**config.mk**
```make
export PLATFORM = sky130hd
export DESIGN_NAME = trc_top
export DESIGN_NICKNAME = d
export VERILOG_FILES = /design/src/verilog/trc_top.v /design/src/verilog/trc_timer.v
export VERILOG_INCLUDE_DIRS = /design/src /design/src/verilog
export SDC_FILE = /design/constraint.sdc
export NUM_CORES = 1
export LEC_CHECK = 0
export ABC_AREA = 1
export BUFFER_PORTS_ARGS = -buffer_cell sky130_fd_sc_hd__buf_2
export CAP_MARGIN = 20
export CORE_AREA = 2 2 125 127
export CTS_CLUSTER_DIAMETER = 50
export DETAILED_ROUTE_END_ITERATION = 8
export DIE_AREA = 0 0 127 129
export PLACE_DENSITY = 0.82
export SYNTH_ARGS = -nofsm -noshare
export SYNTH_HDL_FRONTEND = slang
export SYNTH_SLANG_ARGS = --single-unit
```
**constraint.sdc**
```tcl
create_clock -name clock -period 2.8 [get_ports clock]
set_input_delay 0 -clock clock [delete_from_list [all_inputs] [get_ports clock]]
set_output_delay 0 -clock clock [all_outputs]
set_load 0.05 [all_outputs]
```
**src/verilog/trc_regs.vh**
```
`ifndef TRC_REGS_VH
`define TRC_REGS_VH

`define TRC_ADDR_W          4
`define TRC_CTRL_ADDR       4'h0
`define TRC_STAT_ADDR       4'h4

`define TRC_CTRL_PAGE_EN    0
`define TRC_CTRL_EXIT_CD    1
`define TRC_CTRL_SW1        2
`define TRC_CTRL_SW2        3
`define TRC_CTRL_SW3        4
`define TRC_CTRL_SW4        5
`define TRC_CTRL_PAGE_LSB   8
`define TRC_CTRL_START_LSB  16
`define TRC_CTRL_RESET      32'h001B0C20

`define TRC_STAT_ACTIVE     0
`define TRC_STAT_REMOTE     1
`define TRC_STAT_HOLD       2
`define TRC_STAT_CARRIER    3

`define TRC_RESP_OKAY       2'h0
`define TRC_RESP_DECERR     2'h3

`define TRC_CLOCK_MHZ       200
`define TRC_TICK_US         1000
`define TRC_TICK_CYCLES     (`TRC_CLOCK_MHZ * `TRC_TICK_US)

`define TRC_MS_W            17
`define TRC_HOLDOFF_MS      17'h001F4
`define TRC_IDLE_100MS      17'h00064
`define TRC_IDLE_475MS      17'h001DB
`define TRC_IDLE_1S         17'h003E8
`define TRC_IDLE_11S        17'h02AF8
`define TRC_IDLE_52S        17'h0CB20
`define TRC_IDLE_120S       17'h1D4C0

`endif

```
**src/verilog/trc_top.v**
```verilog
// The address map and the AXI4-Lite register port were left to the implementer.
`include "trc_regs.vh"

module trc_top #(
    parameter TICK_CYCLES = `TRC_TICK_CYCLES,
    parameter [`TRC_MS_W-1:0] HOLDOFF_MS = `TRC_HOLDOFF_MS
) (
    input  wire        clock,
    input  wire        rst_n,
    input  wire [3:0]  s_axi_awaddr,
    input  wire        s_axi_awvalid,
    output reg         s_axi_awready,
    input  wire [31:0] s_axi_wdata,
    input  wire [3:0]  s_axi_wstrb,
    input  wire        s_axi_wvalid,
    output reg         s_axi_wready,
    output reg  [1:0]  s_axi_bresp,
    output reg         s_axi_bvalid,
    input  wire        s_axi_bready,
    input  wire [3:0]  s_axi_araddr,
    input  wire        s_axi_arvalid,
    output reg         s_axi_arready,
    output reg  [31:0] s_axi_rdata,
    output reg  [1:0]  s_axi_rresp,
    output reg         s_axi_rvalid,
    input  wire        s_axi_rready,
    input  wire        rxValid,
    input  wire [7:0]  rxData,
    output reg         rxReady,
    input  wire        receiveKey,
    input  wire        carrierDetect,
    output reg         tapeValid,
    output reg  [7:0]  tapeData,
    output reg         flushReq,
    output reg         fileMarkReq,
    output reg         decodeValid,
    output reg  [7:0]  decodeData,
    output reg         transparentActive,
    output reg         remoteActive
);

    localparam ST_NORMAL = 2'h0;
    localparam ST_KEYB   = 2'h1;
    localparam ST_REMOTE = 2'h2;
    localparam ST_HOLD   = 2'h3;

    reg  [31:0]           ctrl_reg;
    reg  [3:0]            awAddr_reg;
    reg                   awHave_reg;
    reg  [31:0]           wData_reg;
    reg  [3:0]            wStrb_reg;
    reg                   wHave_reg;
    reg  [1:0]            state_reg;
    reg  [1:0]            state_next;
    reg  [31:0]           tickCnt_reg;
    reg                   tick_reg;
    reg  [2:0]            keySync_reg;
    reg  [2:0]            cdSync_reg;
    reg                   tapeValid_next;
    reg                   flush_next;
    reg                   mark_next;
    reg                   decode_next;
    reg                   timerClear;
    wire                  keyPress;
    wire                  carrierLost;
    wire                  rxTake;
    wire                  pageEn;
    wire                  exitOnCarrierLossSelect;
    wire [7:0]            pageChar;
    wire [7:0]            startChar;
    wire [`TRC_MS_W-1:0]  idleLimit;
    wire [`TRC_MS_W-1:0]  timerLimit;
    wire                  timerRun;
    wire                  timerExpired;
    wire [31:0]           statusWord;

    function [`TRC_MS_W-1:0] idleInterval;
        input [3:0] sw;
        begin
            case ({sw[0], sw[1], sw[2], sw[3]})
                4'h1:    idleInterval = `TRC_IDLE_100MS;
                4'h2:    idleInterval = `TRC_IDLE_475MS;
                4'h4:    idleInterval = `TRC_IDLE_1S;
                4'h9:    idleInterval = `TRC_IDLE_11S;
                4'hA:    idleInterval = `TRC_IDLE_52S;
                4'hC:    idleInterval = `TRC_IDLE_120S;
                // illegal switch mixes fall back to the range's shortest setting
                default: idleInterval = sw[0] ? `TRC_IDLE_11S : `TRC_IDLE_100MS;
            endcase
        end
    endfunction

    function [31:0] mergeBytes;
        input [31:0] oldWord;
        input [31:0] newWord;
        input [3:0]  strb;
        integer i;
        begin
            mergeBytes = oldWord;
            for (i = 0; i < 4; i = i + 1)
                if (strb[i])
                    mergeBytes[i*8 +: 8] = newWord[i*8 +: 8];
        end
    endfunction

    assign pageEn                  = ctrl_reg[`TRC_CTRL_PAGE_EN];
    assign exitOnCarrierLossSelect = ctrl_reg[`TRC_CTRL_EXIT_CD];
    assign pageChar                = ctrl_reg[`TRC_CTRL_PAGE_LSB +: 8];
    assign startChar               = ctrl_reg[`TRC_CTRL_START_LSB +: 8];
    assign idleLimit  = idleInterval(ctrl_reg[`TRC_CTRL_SW4:`TRC_CTRL_SW1]);
    assign keyPress    = keySync_reg[1] && !keySync_reg[2];
    assign carrierLost = !cdSync_reg[1] && cdSync_reg[2];
    assign rxTake      = rxValid && rxReady;
    assign timerRun    = (state_reg == ST_HOLD) ||
                         (state_reg == ST_REMOTE && !exitOnCarrierLossSelect);
    assign timerLimit  = (state_reg == ST_HOLD) ? HOLDOFF_MS : idleLimit;
    assign statusWord  = {28'h0000000, cdSync_reg[1], state_reg == ST_HOLD, remoteActive, transparentActive};

    // pins from outside: two flops, then a third for edge detection
    always @(posedge clock or negedge rst_n)
    begin
        if (!rst_n)
        begin
            keySync_reg <= 3'b000;
            cdSync_reg  <= 3'b000;
        end
        else
        begin
            keySync_reg <= {keySync_reg[1:0], receiveKey};
            cdSync_reg  <= {cdSync_reg[1:0], carrierDetect};
        end
    end

    // millisecond enable pulse
    always @(posedge clock or negedge rst_n)
    begin
        if (!rst_n)
        begin
            tickCnt_reg <= 32'h00000000;
            tick_reg    <= 1'b0;
        end
        else
        begin
            tick_reg    <= tickCnt_reg >= TICK_CYCLES - 1;
            tickCnt_reg <= (tickCnt_reg >= TICK_CYCLES - 1) ? 32'h00000000 : tickCnt_reg + 32'h00000001;
        end
    end

    trc_timer #(.WIDTH (`TRC_MS_W)) u_timer (
        .clock   (clock),
        .rst_n   (rst_n),
        .tick    (tick_reg),
        .clear   (timerClear),
        .run     (timerRun),
        .limit   (timerLimit),
        .expired (timerExpired)
    );

    always @*
    begin
        state_next     = state_reg;
        tapeValid_next = 1'b0;
        flush_next     = 1'b0;
        mark_next      = 1'b0;
        decode_next    = 1'b0;
        timerClear     = 1'b0;
        case (state_reg)
            ST_NORMAL:
            begin
                if (rxTake && rxData != startChar)
                    decode_next = 1'b1;
                if (rxTake && rxData == startChar)
                begin
                    state_next = ST_REMOTE;
                    timerClear = 1'b1;
                end
                else if (keyPress)
                    state_next = ST_KEYB;
            end
            ST_KEYB:
            begin
                if (rxTake)
                    tapeValid_next = 1'b1;
                if (rxTake && pageEn && rxData == pageChar)
                begin
                    flush_next = 1'b1;
                    mark_next  = 1'b1;
                    timerClear = 1'b1;
                    state_next = ST_HOLD;
                end
                else if (keyPress)
                    state_next = ST_NORMAL;
            end
            ST_HOLD:
                if (timerExpired)
                    state_next = ST_KEYB;
            ST_REMOTE:
            begin
                if (rxTake)
                begin
                    tapeValid_next = 1'b1;
                    timerClear     = 1'b1;
                end
                if (exitOnCarrierLossSelect && carrierLost)
                    state_next = ST_NORMAL;
                else if (!exitOnCarrierLossSelect && timerExpired && !rxTake)
                begin
                    flush_next = 1'b1;
                    state_next = ST_NORMAL;
                end
            end
            default:
                state_next = ST_NORMAL;
        endcase
    end

    always @(posedge clock or negedge rst_n)
    begin
        if (!rst_n)
        begin
            state_reg         <= ST_NORMAL;
            tapeValid         <= 1'b0;
            tapeData          <= 8'h00;
            flushReq          <= 1'b0;
            fileMarkReq       <= 1'b0;
            decodeValid       <= 1'b0;
            decodeData        <= 8'h00;
            transparentActive <= 1'b0;
            remoteActive      <= 1'b0;
            rxReady           <= 1'b0;
        end
        else
        begin
            state_reg         <= state_next;
            tapeValid         <= tapeValid_next;
            flushReq          <= flush_next;
            fileMarkReq       <= mark_next;
            decodeValid       <= decode_next;
            if (rxTake)
            begin
                tapeData   <= rxData;
                decodeData <= rxData;
            end
            transparentActive <= state_next != ST_NORMAL;
            remoteActive      <= state_next == ST_REMOTE;
            rxReady           <= state_next != ST_HOLD;
        end
    end

    // AXI4-Lite write: address and data taken in either order
    always @(posedge clock or negedge rst_n)
    begin
        if (!rst_n)
        begin
            ctrl_reg      <= `TRC_CTRL_RESET;
            awAddr_reg    <= 4'h0;
            awHave_reg    <= 1'b0;
            wData_reg     <= 32'h00000000;
            wStrb_reg     <= 4'h0;
            wHave_reg     <= 1'b0;
            s_axi_awready <= 1'b0;
            s_axi_wready  <= 1'b0;
            s_axi_bvalid  <= 1'b0;
            s_axi_bresp   <= `TRC_RESP_OKAY;
        end
        else
        begin
            if (s_axi_awvalid && s_axi_awready)
            begin
                awAddr_reg    <= s_axi_awaddr;
                awHave_reg    <= 1'b1;
                s_axi_awready <= 1'b0;
            end
            else if (!awHave_reg && !s_axi_bvalid)
                s_axi_awready <= 1'b1;
            if (s_axi_wvalid && s_axi_wready)
            begin
                wData_reg    <= s_axi_wdata;
                wStrb_reg    <= s_axi_wstrb;
                wHave_reg    <= 1'b1;
                s_axi_wready <= 1'b0;
            end
            else if (!wHave_reg && !s_axi_bvalid)
                s_axi_wready <= 1'b1;
            if (awHave_reg && wHave_reg && !s_axi_bvalid)
            begin
                awHave_reg   <= 1'b0;
                wHave_reg    <= 1'b0;
                s_axi_bvalid <= 1'b1;
                if ({awAddr_reg[3:2], 2'b00} == `TRC_CTRL_ADDR)
                    ctrl_reg <= mergeBytes(ctrl_reg, wData_reg, wStrb_reg);
                // status writes are answered but have no effect
                s_axi_bresp <= ({awAddr_reg[3:2], 2'b00} > `TRC_STAT_ADDR) ? `TRC_RESP_DECERR : `TRC_RESP_OKAY;
            end
            else if (s_axi_bvalid && s_axi_bready)
                s_axi_bvalid <= 1'b0;
        end
    end

    // AXI4-Lite read
    always @(posedge clock or negedge rst_n)
    begin
        if (!rst_n)
        begin
            s_axi_arready <= 1'b0;
            s_axi_rvalid  <= 1'b0;
            s_axi_rdata   <= 32'h00000000;
            s_axi_rresp   <= `TRC_RESP_OKAY;
        end
        else if (s_axi_arvalid && s_axi_arready)
        begin
            s_axi_arready <= 1'b0;
            s_axi_rvalid  <= 1'b1;
            s_axi_rdata   <= ({s_axi_araddr[3:2], 2'b00} == `TRC_CTRL_ADDR) ? ctrl_reg :
                             ({s_axi_araddr[3:2], 2'b00} == `TRC_STAT_ADDR) ? statusWord : 32'h00000000;
            s_axi_rresp   <= ({s_axi_araddr[3:2], 2'b00} > `TRC_STAT_ADDR) ? `TRC_RESP_DECERR : `TRC_RESP_OKAY;
        end
        else if (s_axi_rvalid && s_axi_rready)
            s_axi_rvalid <= 1'b0;
        else if (!s_axi_rvalid)
            s_axi_arready <= 1'b1;
    end

endmodule

```
**src/verilog/trc_timer.v**
```verilog
module trc_timer #(
    parameter WIDTH = 17
) (
    input  wire             clock,
    input  wire             rst_n,
    input  wire             tick,
    input  wire             clear,
    input  wire             run,
    input  wire [WIDTH-1:0] limit,
    output reg              expired
);

    reg [WIDTH-1:0] count_reg;

    // counts millisecond ticks; one pulse when the limit is reached
    always @(posedge clock or negedge rst_n)
    begin
        if (!rst_n)
        begin
            count_reg <= {WIDTH{1'b0}};
            expired   <= 1'b0;
        end
        else
        begin
            expired <= 1'b0;
            if (clear || !run)
                count_reg <= {WIDTH{1'b0}};
            else if (tick)
            begin
                if (count_reg + {{(WIDTH-1){1'b0}}, 1'b1} >= limit)
                begin
                    expired   <= 1'b1;
                    count_reg <= {WIDTH{1'b0}};
                end
                else
                    count_reg <= count_reg + {{(WIDTH-1){1'b0}}, 1'b1};
            end
        end
    end

endmodule

```
Word level (Yosys, flattened, before mapping)
Index checks and enable logic that the tools add are counted.

Flip-flop bits (word level): 189. Latch bits: 0. Output and inout port bits: 64. Memories kept: 0. Memory bits (read-only): 0. Bits in writable memories: 0.

Shifts and indexed selects: 0. Multipliers: 0. Bitwise operators: 0. $add $sub $neg: 2. Equality and inequality tests: 17. $lt $le $gt $ge: 4. Multiplexer cells: 48. Reductions and logical operators: 47. Divide/modulo/power cells: 0.

Operators with widths (number): 17-bit case mux with 6 select lines (1); 17-bit two-way mux (4); 32-bit two-way mux (2); 32-bit by 1-bit adder with 32-bit output, second input constant (1); 32-bit by 18-bit >= comparator with 1-bit output, second input constant (1); 1-bit two-way mux (27); 1-bit logical AND (20); 2-bit two-way mux (9); 17-bit by 1-bit adder with 17-bit output, second input constant (1); 17-bit >= comparator (1); 8-bit == test (2); 2-bit nonzero test (8); 14-bit two-way mux (1); 4-bit == test, second input constant (3); 3-bit AND reduction (4); 4-bit by 3-bit > comparator with 1-bit output, second input constant (2); 1-bit zero test (8); 8-bit != test (1); 2-bit case mux with 4 select lines (1); 2-bit == test, second input constant (3); 2-bit zero test (3); 2-bit by 1-bit == test with 1-bit output, second input constant (2); 4-bit by 1-bit == test with 1-bit output, second input constant (1); 4-bit by 2-bit == test with 1-bit output, second input constant (1); other kinds (9) (11).

Longest topological paths before layout
Gate-level depths: netlist of run 1.

Word-level depth: 7. Mapped depth: 18. Mapped depth without buffers: 17.

By module
Synthesis of run 1 repeated with hierarchy kept, for this count alone.

Cell total of the unflattened synthesis: 1024. Area total of the unflattened synthesis: 8783.4 µm².

By module, submodules not included: trc_top (area an instance 6979.2 µm², times used 1, cells an instance 764); trc_timer (area an instance 1804.2 µm², times used 1, cells an instance 260).

Worst setup path before layout of run 1
Ideal clock, no wire load.

Kind: register to register. Start point: reg u_timer.count_reg[0]. End point: reg u_timer.count_reg[13]. Period minus slack after synthesis: 2.447 ns. Cell stages (with the launch flop): 17. Path slack: 0.353 ns. Library setup time: 0.065 ns. Arrival: 2.382 ns. Path buffers: 1. Path through: dfrtp_1 > ha_1 > nand2_2 > nor2_2 > nand2_2 > nor2_4 > nand2_2 > xnor2_2 > ha_1 > nand2_1 > nor2_1 > and2_1 > a21boi_2 > nor2_4 > buf_4 > nand3_1 > nand2_1.

Longest elaborated chain between the ends: 5.

RTL lines: start, declared (line trc_timer.v:13) `reg [WIDTH-1:0] count_reg;`; start signal, assigned (line trc_timer.v:20) `count_reg <= {WIDTH{1'b0}};`; start signal, assigned (line trc_timer.v:27) `count_reg <= {WIDTH{1'b0}};`; start signal, assigned (line trc_timer.v:33) `count_reg <= {WIDTH{1'b0}};`; 17-bit by 1-bit adder with 17-bit output * (line trc_timer.v:30, trc_timer.v:36); 17-bit >= comparator (line trc_timer.v:30) `if (count_reg + {{(WIDTH-1){1'b0}}, 1'b1} >= limit)`; 17-bit two-way mux * (line trc_timer.v:30); 17-bit two-way mux * (line trc_timer.v:28) `else if (tick)`; 17-bit two-way mux * (line trc_timer.v:26) `if (clear || !run)`.

Every way passes the cells marked *; elsewhere a longest branch is shown, timed or not. The select of a mux whose other input is x is not followed. A chain may end at the register's enable or synchronous reset.

Worst setup path after layout of run 1
Ends and elaborated chain as after synthesis.

==> results of run 1 <==
-- critical path: cells and delay by family, from the launching register on --
family	cells	cell delay [ns]
buf+inv	1	0.15
fa+ha+maj	2	0.51
compound gates	1	0.20
simple gates	13	1.19
flops	1	0.41
-- metrics by stage --
step	instance area (um^2)	hold slack (ns)	std cells	utilization (%)	total power [mW]
2_1_floorplan	8490	-0.296	999	-	6.48
3_3_place_gp	9250	0.0497	1283	61.8	7.22
3_5_place_dp	9250	0.0450	1283	61.8	7.35
4_1_cts	10400	0.0208	1376	69.5	9.78
5_1_grt	10500	0.0424	1379	69.9	10.5
6_report	10500	0.0268	1379	69.9	9.94
-- logic make-up (layout without fill, tap and decap cells) --
logic type | Yosys count | count (layout) | synth area share (%)
buffers and inverters | 144 | 336 | 7.10
other | 1 | 14 | 0.0444
AO/OA/AOI/OAI | 114 | 114 | 7.31
flip-flops | 185 | 185 | 55.0
adder cells (fa/ha/maj) | 23 | 23 | 3.41
XOR/XNOR | 24 | 24 | 2.58
AND/OR/NAND/NOR | 495 | 495 | 24.6
-- final timing paths --
path,from,end,slack (ns),depth (start not counted)
max,u_timer.count_reg[0]$_DFFE_PN0P_,u_timer.count_reg[13]$_DFFE_PN0P_,0.22,17
min,s_axi_araddr[2],s_axi_rdata[0]$_DFFE_PN0P_,0.03,4
min reg2reg,cdSync_reg[0]$_DFF_PN0_,cdSync_reg[1]$_DFF_PN0_,0.36,0
min in group asynchronous,rst_n,u_timer.count_reg[6]$_DFFE_PN0P_,0.13,2
max reg2reg,u_timer.count_reg[0]$_DFFE_PN0P_,u_timer.count_reg[13]$_DFFE_PN0P_,0.22,17
max in group asynchronous,rst_n,s_axi_rdata[30]$_DFFE_PN0P_,1.88,3
-- report_power, final --
| part | leakage (nW) | internal (mW) | switching (mW) |
|---|---|---|---|
| Sequential | 2.34 | 3.48 | 0.531 |
| Combinational | 2.88 | 1.05 | 2.58 |
| Clock | 0.259 | 1.26 | 1.04 |
-- cell type report --
type                       count  area (um^2)  share of cell area [%]
timing repair buffer         193         1340                    12.8
clock inverter                 9         96.3                   0.921
multi-input combinational    670         3270                    31.3
clock buffer                  23          458                    4.38
tap                          188          235                    2.25
inverter                     111          417                    3.98
sequential                   185         4640                    44.3
-- layout by cell type (no fill, tap or decap), types with 21 or more instances in the layout --
master,count
a21oi_1,28
buf_2,120
dfrtp_1,177
dlygate4sd3_1,61
ha_1,21
inv_1,109
nand2_1,302
nand3_1,49
nor2_1,95
o21ai_0,68
-- layer usage --
metal  vias up  track usage (%)
li1       3465                -
met2       268             47.0
met4         0             9.76
met1      3509             33.3
met3        46             7.07
met5         -                0
-- repair_timing --
item,4_1_cts,5_1_grt
buffers inserted,0,3
endpoints found under the hold margin,126,0
hold buffers,61,0
setup endpoints to repair,0,18
gates resized for setup,0,8
-- synthesized netlist by cell type, types with 6 or more instances --
master	count
buf_4	11
nand4_1	9
nand2_2	6
o21ai_0	69
clkbuf_1	13
buf_2	8
nor3_1	14
nor2_1	95
a21oi_1	28
nand3_1	49
inv_1	109
xor2_1	17
nor2_2	6
xnor2_1	6
dfrtp_1	178
nand2_1	302
ha_1	23
dfstp_2	7
==> flow_summary.ini, run 1 <==
[floorplanning]
io_pins = 126
rows = 45
die_y_um = 129
coreArea_um2 = 15000
dieArea_um2 = 16400
die_x_um = 127
initial_utilization_pct = 56.3

[cts]
cts_buffer_depth = 2
cts_tree = done
clock-sinks = 185
ctsRootBufferMaster = clkbuf_16
path_clk_slew_ns = 0.07
clkLatencyLatePin_ns = 0.44
cts_buffers = 17
htree_levels = 4

[critical_path]
cp_slowest_cell = dfrtp_2
cp.arrival_ns = 2.91
cp_common_cell = nand2_1
required_ns = 3.12
endpoint_kind = register
critPathKind = reg -> reg
slowest_delay_ns = 0.41
worstPathCellList = ha_2 -> nand2_2 -> nor2_4 -> nand2_2 -> nor2_4 -> nand3_1 -> nand2_1 -> nand2_1 -> ha_1 -> nand2_1 -> nor2_1 -> and2_1 -> a21boi_2 -> nor2_4 -> buf_12 -> nand3_1 -> nand2_1
critPathLaunchType = register
crit_fanout = 18

[layout]
drive_gt1_share_pct = 16.5
syn2layout_area_growth_pct = 24.0
layout.nets = 1263
n_antenna_cell = 0
final.fill_count = 1059

[timing]
rsz0062_at_grt = no
finalHoldViolations = 0
period_share_pct = 92.3
setup_viol = 0
finalSetupTns_ns = 0
min_period_ns = 2.58
clock.fmax_ghz = 0.387
slew_headroom_pct = 50.3
slew_viol_final = 0
worstMarginPinSlew_ns = 0.744
setup_ws_ns = 0.217
clock_skew_ns = 0.0105

[placement]
gp_congestion = 0.837
portBuffers = 121
preCtsSetupSlack_ns = 0.107
hpwlAfterDp_um = 12900

[drt]
viasPerCell = 5.28
dr.pass1.iters = 5
wirelength_met1_um = 8610
met3_length_um = 1270
routed.top_layer = met4
drtAntennaViolNets = 0
drc = 0
routed_wl_um = 21100
drt-initial-drc-count = 543
vias = 7288
wl_met2_um = 10700
wl_per_cell_um = 15.3

[synth]
synth_area_leaders = dfrtp_1, nand2_1, inv_1
synth_cells = 986
yosysSeqAreaShare_pct = 55.0
ys_warn_count = 0
yosysTopAreaCell = dfrtp_1
synth_edf_count = 0
synth.top_cell.area_share_pct = 52.8
ys_ff_latch = 185
ys_async_sr_fraction_pct = 100
syn_avg_cell_area_um2 = 8.56
netlist_area_um2 = 8440
synth.distinct_cells = 42
synth_ff_type = dfrtp_1

[global_routing]
grt_use_total_pct = 27.2
grt.overflow.total = 0
grt_pass1_vias = 7283
grt_max_degree = 71
antenna_found_initial = 0
grt_pass1_wl_um = 34900

[job]
max-cap-violations = 0

[power_and_ir_drop]
ir_drop_v = 0.000702
leakagePower_nw = 5.48
powerDensity_nw_per_um2 = 950

[outcome]
status = finished, final reports clean

[worst_hold_path]
hold_class = in -> reg
Power figures use the tool's default switching activity.
==> run 2: changes to the inputs <==
==> constraint.sdc (replaced) <==
create_clock -name clock -period 2.8 [get_ports clock]
set_input_delay 0.84 -clock clock [delete_from_list [all_inputs] [get_ports clock]]
set_output_delay 0.84 -clock clock [all_outputs]
set_load 0.05 [all_outputs]
==> run 2 against run 1 <==
Net effect: non-clock buffer count shrank 57; register-to-register slack lost 0.03 ns; worst setup slack lost 0.034 ns; power is 1.2% lower; highest routed layer unchanged; sequential share of layout area increased by 2.5 points; utilization fell by 3.7 points; global-route usage fell by 2.4 points; worst hold slack improved by 0.33 ns.
==> flow_summary.ini, run 2 (same netlist as run 1, synthesis figures left out) <==
[power_and_ir_drop]
powerDensity_nw_per_um2 = 992
p_clk_share_pct = 24.7
p_sw_mw = 4.07
finalPower_mw = 9.82
combPwrFrac_pct = 34.9
p_seq_share_pct = 40.5
internal_power_mw = 5.76
ir_drop_v = 0.000935
leakagePower_nw = 5.27
swShare_pct = 41.4

[floorplanning]
coreArea_um2 = 15000
dieArea_um2 = 16400
rows = 45
initial_utilization_pct = 56.3
io_pins = 126
die_y_um = 129
die_x_um = 127

[job]
max-cap-violations = 0

[critical_path]
endpoint_kind = register
cp.arrival_ns = 2.94
reg2reg_to = u_timer.count_reg[1]$_DFFE_PN0P_
critPathKind = reg -> reg
required_ns = 3.12
ff2ff_path_depth = 14
r2r_setup_slack_ns = 0.18
critPathLaunchType = register
rr_startpoint = ctrl_reg[5]$_DFFE_PN1P_
crit_fanout = 18

[placement]
portBuffers = 121
hpwlAfterDp_um = 13000
placed_cell_area_um2 = 9300
gp_congestion = 0.891

[global_routing]
grt_pass1_vias = 6698
grt_use_total_pct = 24.8
grt_pass1_wl_um = 31900
antenna_found_initial = 0
grt_max_degree = 59
grt.overflow.total = 0

[timing]
slew_viol_final = 0
holdWs_ns = 0.358
clock_skew_ns = 0.00735
finalHoldViolations = 0
clock.fmax_ghz = 0.382
rsz0062_at_grt = no
setup_viol = 0
period_share_pct = 93.5
finalSetupTns_ns = 0
slew_headroom_pct = 51.8
min_period_ns = 2.62
worstMarginPinSlew_ns = 0.721

[cts]
cts_buffer_depth = 2
clkLatencyLatePin_ns = 0.43
ctsRootBufferMaster = clkbuf_16
clock-sinks = 185
cts_tree = done
ctsHoldBuffers = 0
htree_levels = 4
cts_buffers = 17
path_clk_slew_ns = 0.07

[layout]
drive_gt1_share_pct = 17.6
most-common-layout-cells = nand2_1, dfrtp_1, buf_2
layout.nets = 1206
layout_commonest_cell = nand2_1
syn2layout_area_growth_pct = 17.3
final_cell_area_um2 = 9900
n_antenna_cell = 0
final.fill_count = 1210
finalCoreUtilization_pct = 66.1

[drt]
vias = 6809
routed_wl_um = 19100
viasPerCell = 5.15
drt-initial-drc-count = 528
drtAntennaViolNets = 0
met3_length_um = 1230
routed.top_layer = met4
wirelength_met1_um = 8140
dr.pass1.iters = 5
wl_per_cell_um = 14.4
wl_met2_um = 9320
drc = 0

[outcome]
status = finished, final reports clean

[worst_hold_path]
hold_class = in -> async
[run 2: stage by stage]
stage / worst slack, ns / cells
2_1_floorplan: 0.353 / 999
3_3_place_gp: 0.219 / 1289
3_5_place_dp: 0.148 / 1289
4_1_cts: 0.132 / 1321
5_1_grt: 0.00685 / 1322
6_report: 0.182 / 1322
[run 2: per-layer routing]
metal	up-vias	GRT usage (%)
met5	-	0
met4	0	9.57
met3	33	5.49
met2	217	41.2
met1	3215	32.1
li1	3344	-
[run 2: final cells by class]
class	count	area, um^2	share of cell area (%)
multi-input cells	670	3260	33.0
well taps	188	235	2.38
clock inverters	14	159	1.60
clock buffers	18	429	4.33
inverters	111	417	4.21
repair buffers	136	762	7.69
flip-flops and latches	185	4640	46.8
[run 2: critical path, stage by stage (launching register included)]
cell      delay, ns
dfstp_2        0.56
nor3_1         0.07
inv_1          0.11
nand3b_1       0.14
o21ai_0        0.37
nor2_1         0.08
ha_1           0.30
nand2_1        0.06
nor3_1         0.26
nand3_1        0.11
nand3_1        0.12
nor2_4         0.05
buf_12         0.15
nand3_1        0.08
nand2_1        0.06
[run 2: worst max-delay path by stage]
stage / from / to / slack [ns]
final: ctrl_reg[5]$_DFFE_PN1P_ / u_timer.count_reg[1]$_DFFE_PN0P_ / 0.18
after global routing: u_timer.count_reg[1]$_DFFE_PN0P_ / u_timer.count_reg[12]$_DFFE_PN0P_ / 0.007
after CTS: u_timer.count_reg[0]$_DFFE_PN0P_ / u_timer.count_reg[6]$_DFFE_PN0P_ / 0.13
after detailed placement: u_timer.count_reg[0]$_DFFE_PN0P_ / u_timer.count_reg[14]$_DFFE_PN0P_ / 0.15
after global placement: u_timer.count_reg[0]$_DFFE_PN0P_ / u_timer.count_reg[14]$_DFFE_PN0P_ / 0.22
after floorplan: u_timer.count_reg[0]$_DFFE_PN0P_ / u_timer.count_reg[13]$_DFFE_PN0P_ / 0.35
[run 2: power by group through the flow]
stage	registers [mW]	logic (mW)	clock network, mW
after global placement	3.96	3.27	0
after global routing	4.05	3.83	2.57
after floorplan	4.63	1.84	0
final	3.98	3.42	2.42
after detailed placement	3.99	3.36	0
after CTS	3.97	3.43	2.44
[run 2: what timing repair did]
action                                  CTS  global route
setup buffers                             0             1
gates resized for setup                   0             3
endpoints found under the setup margin    0            18
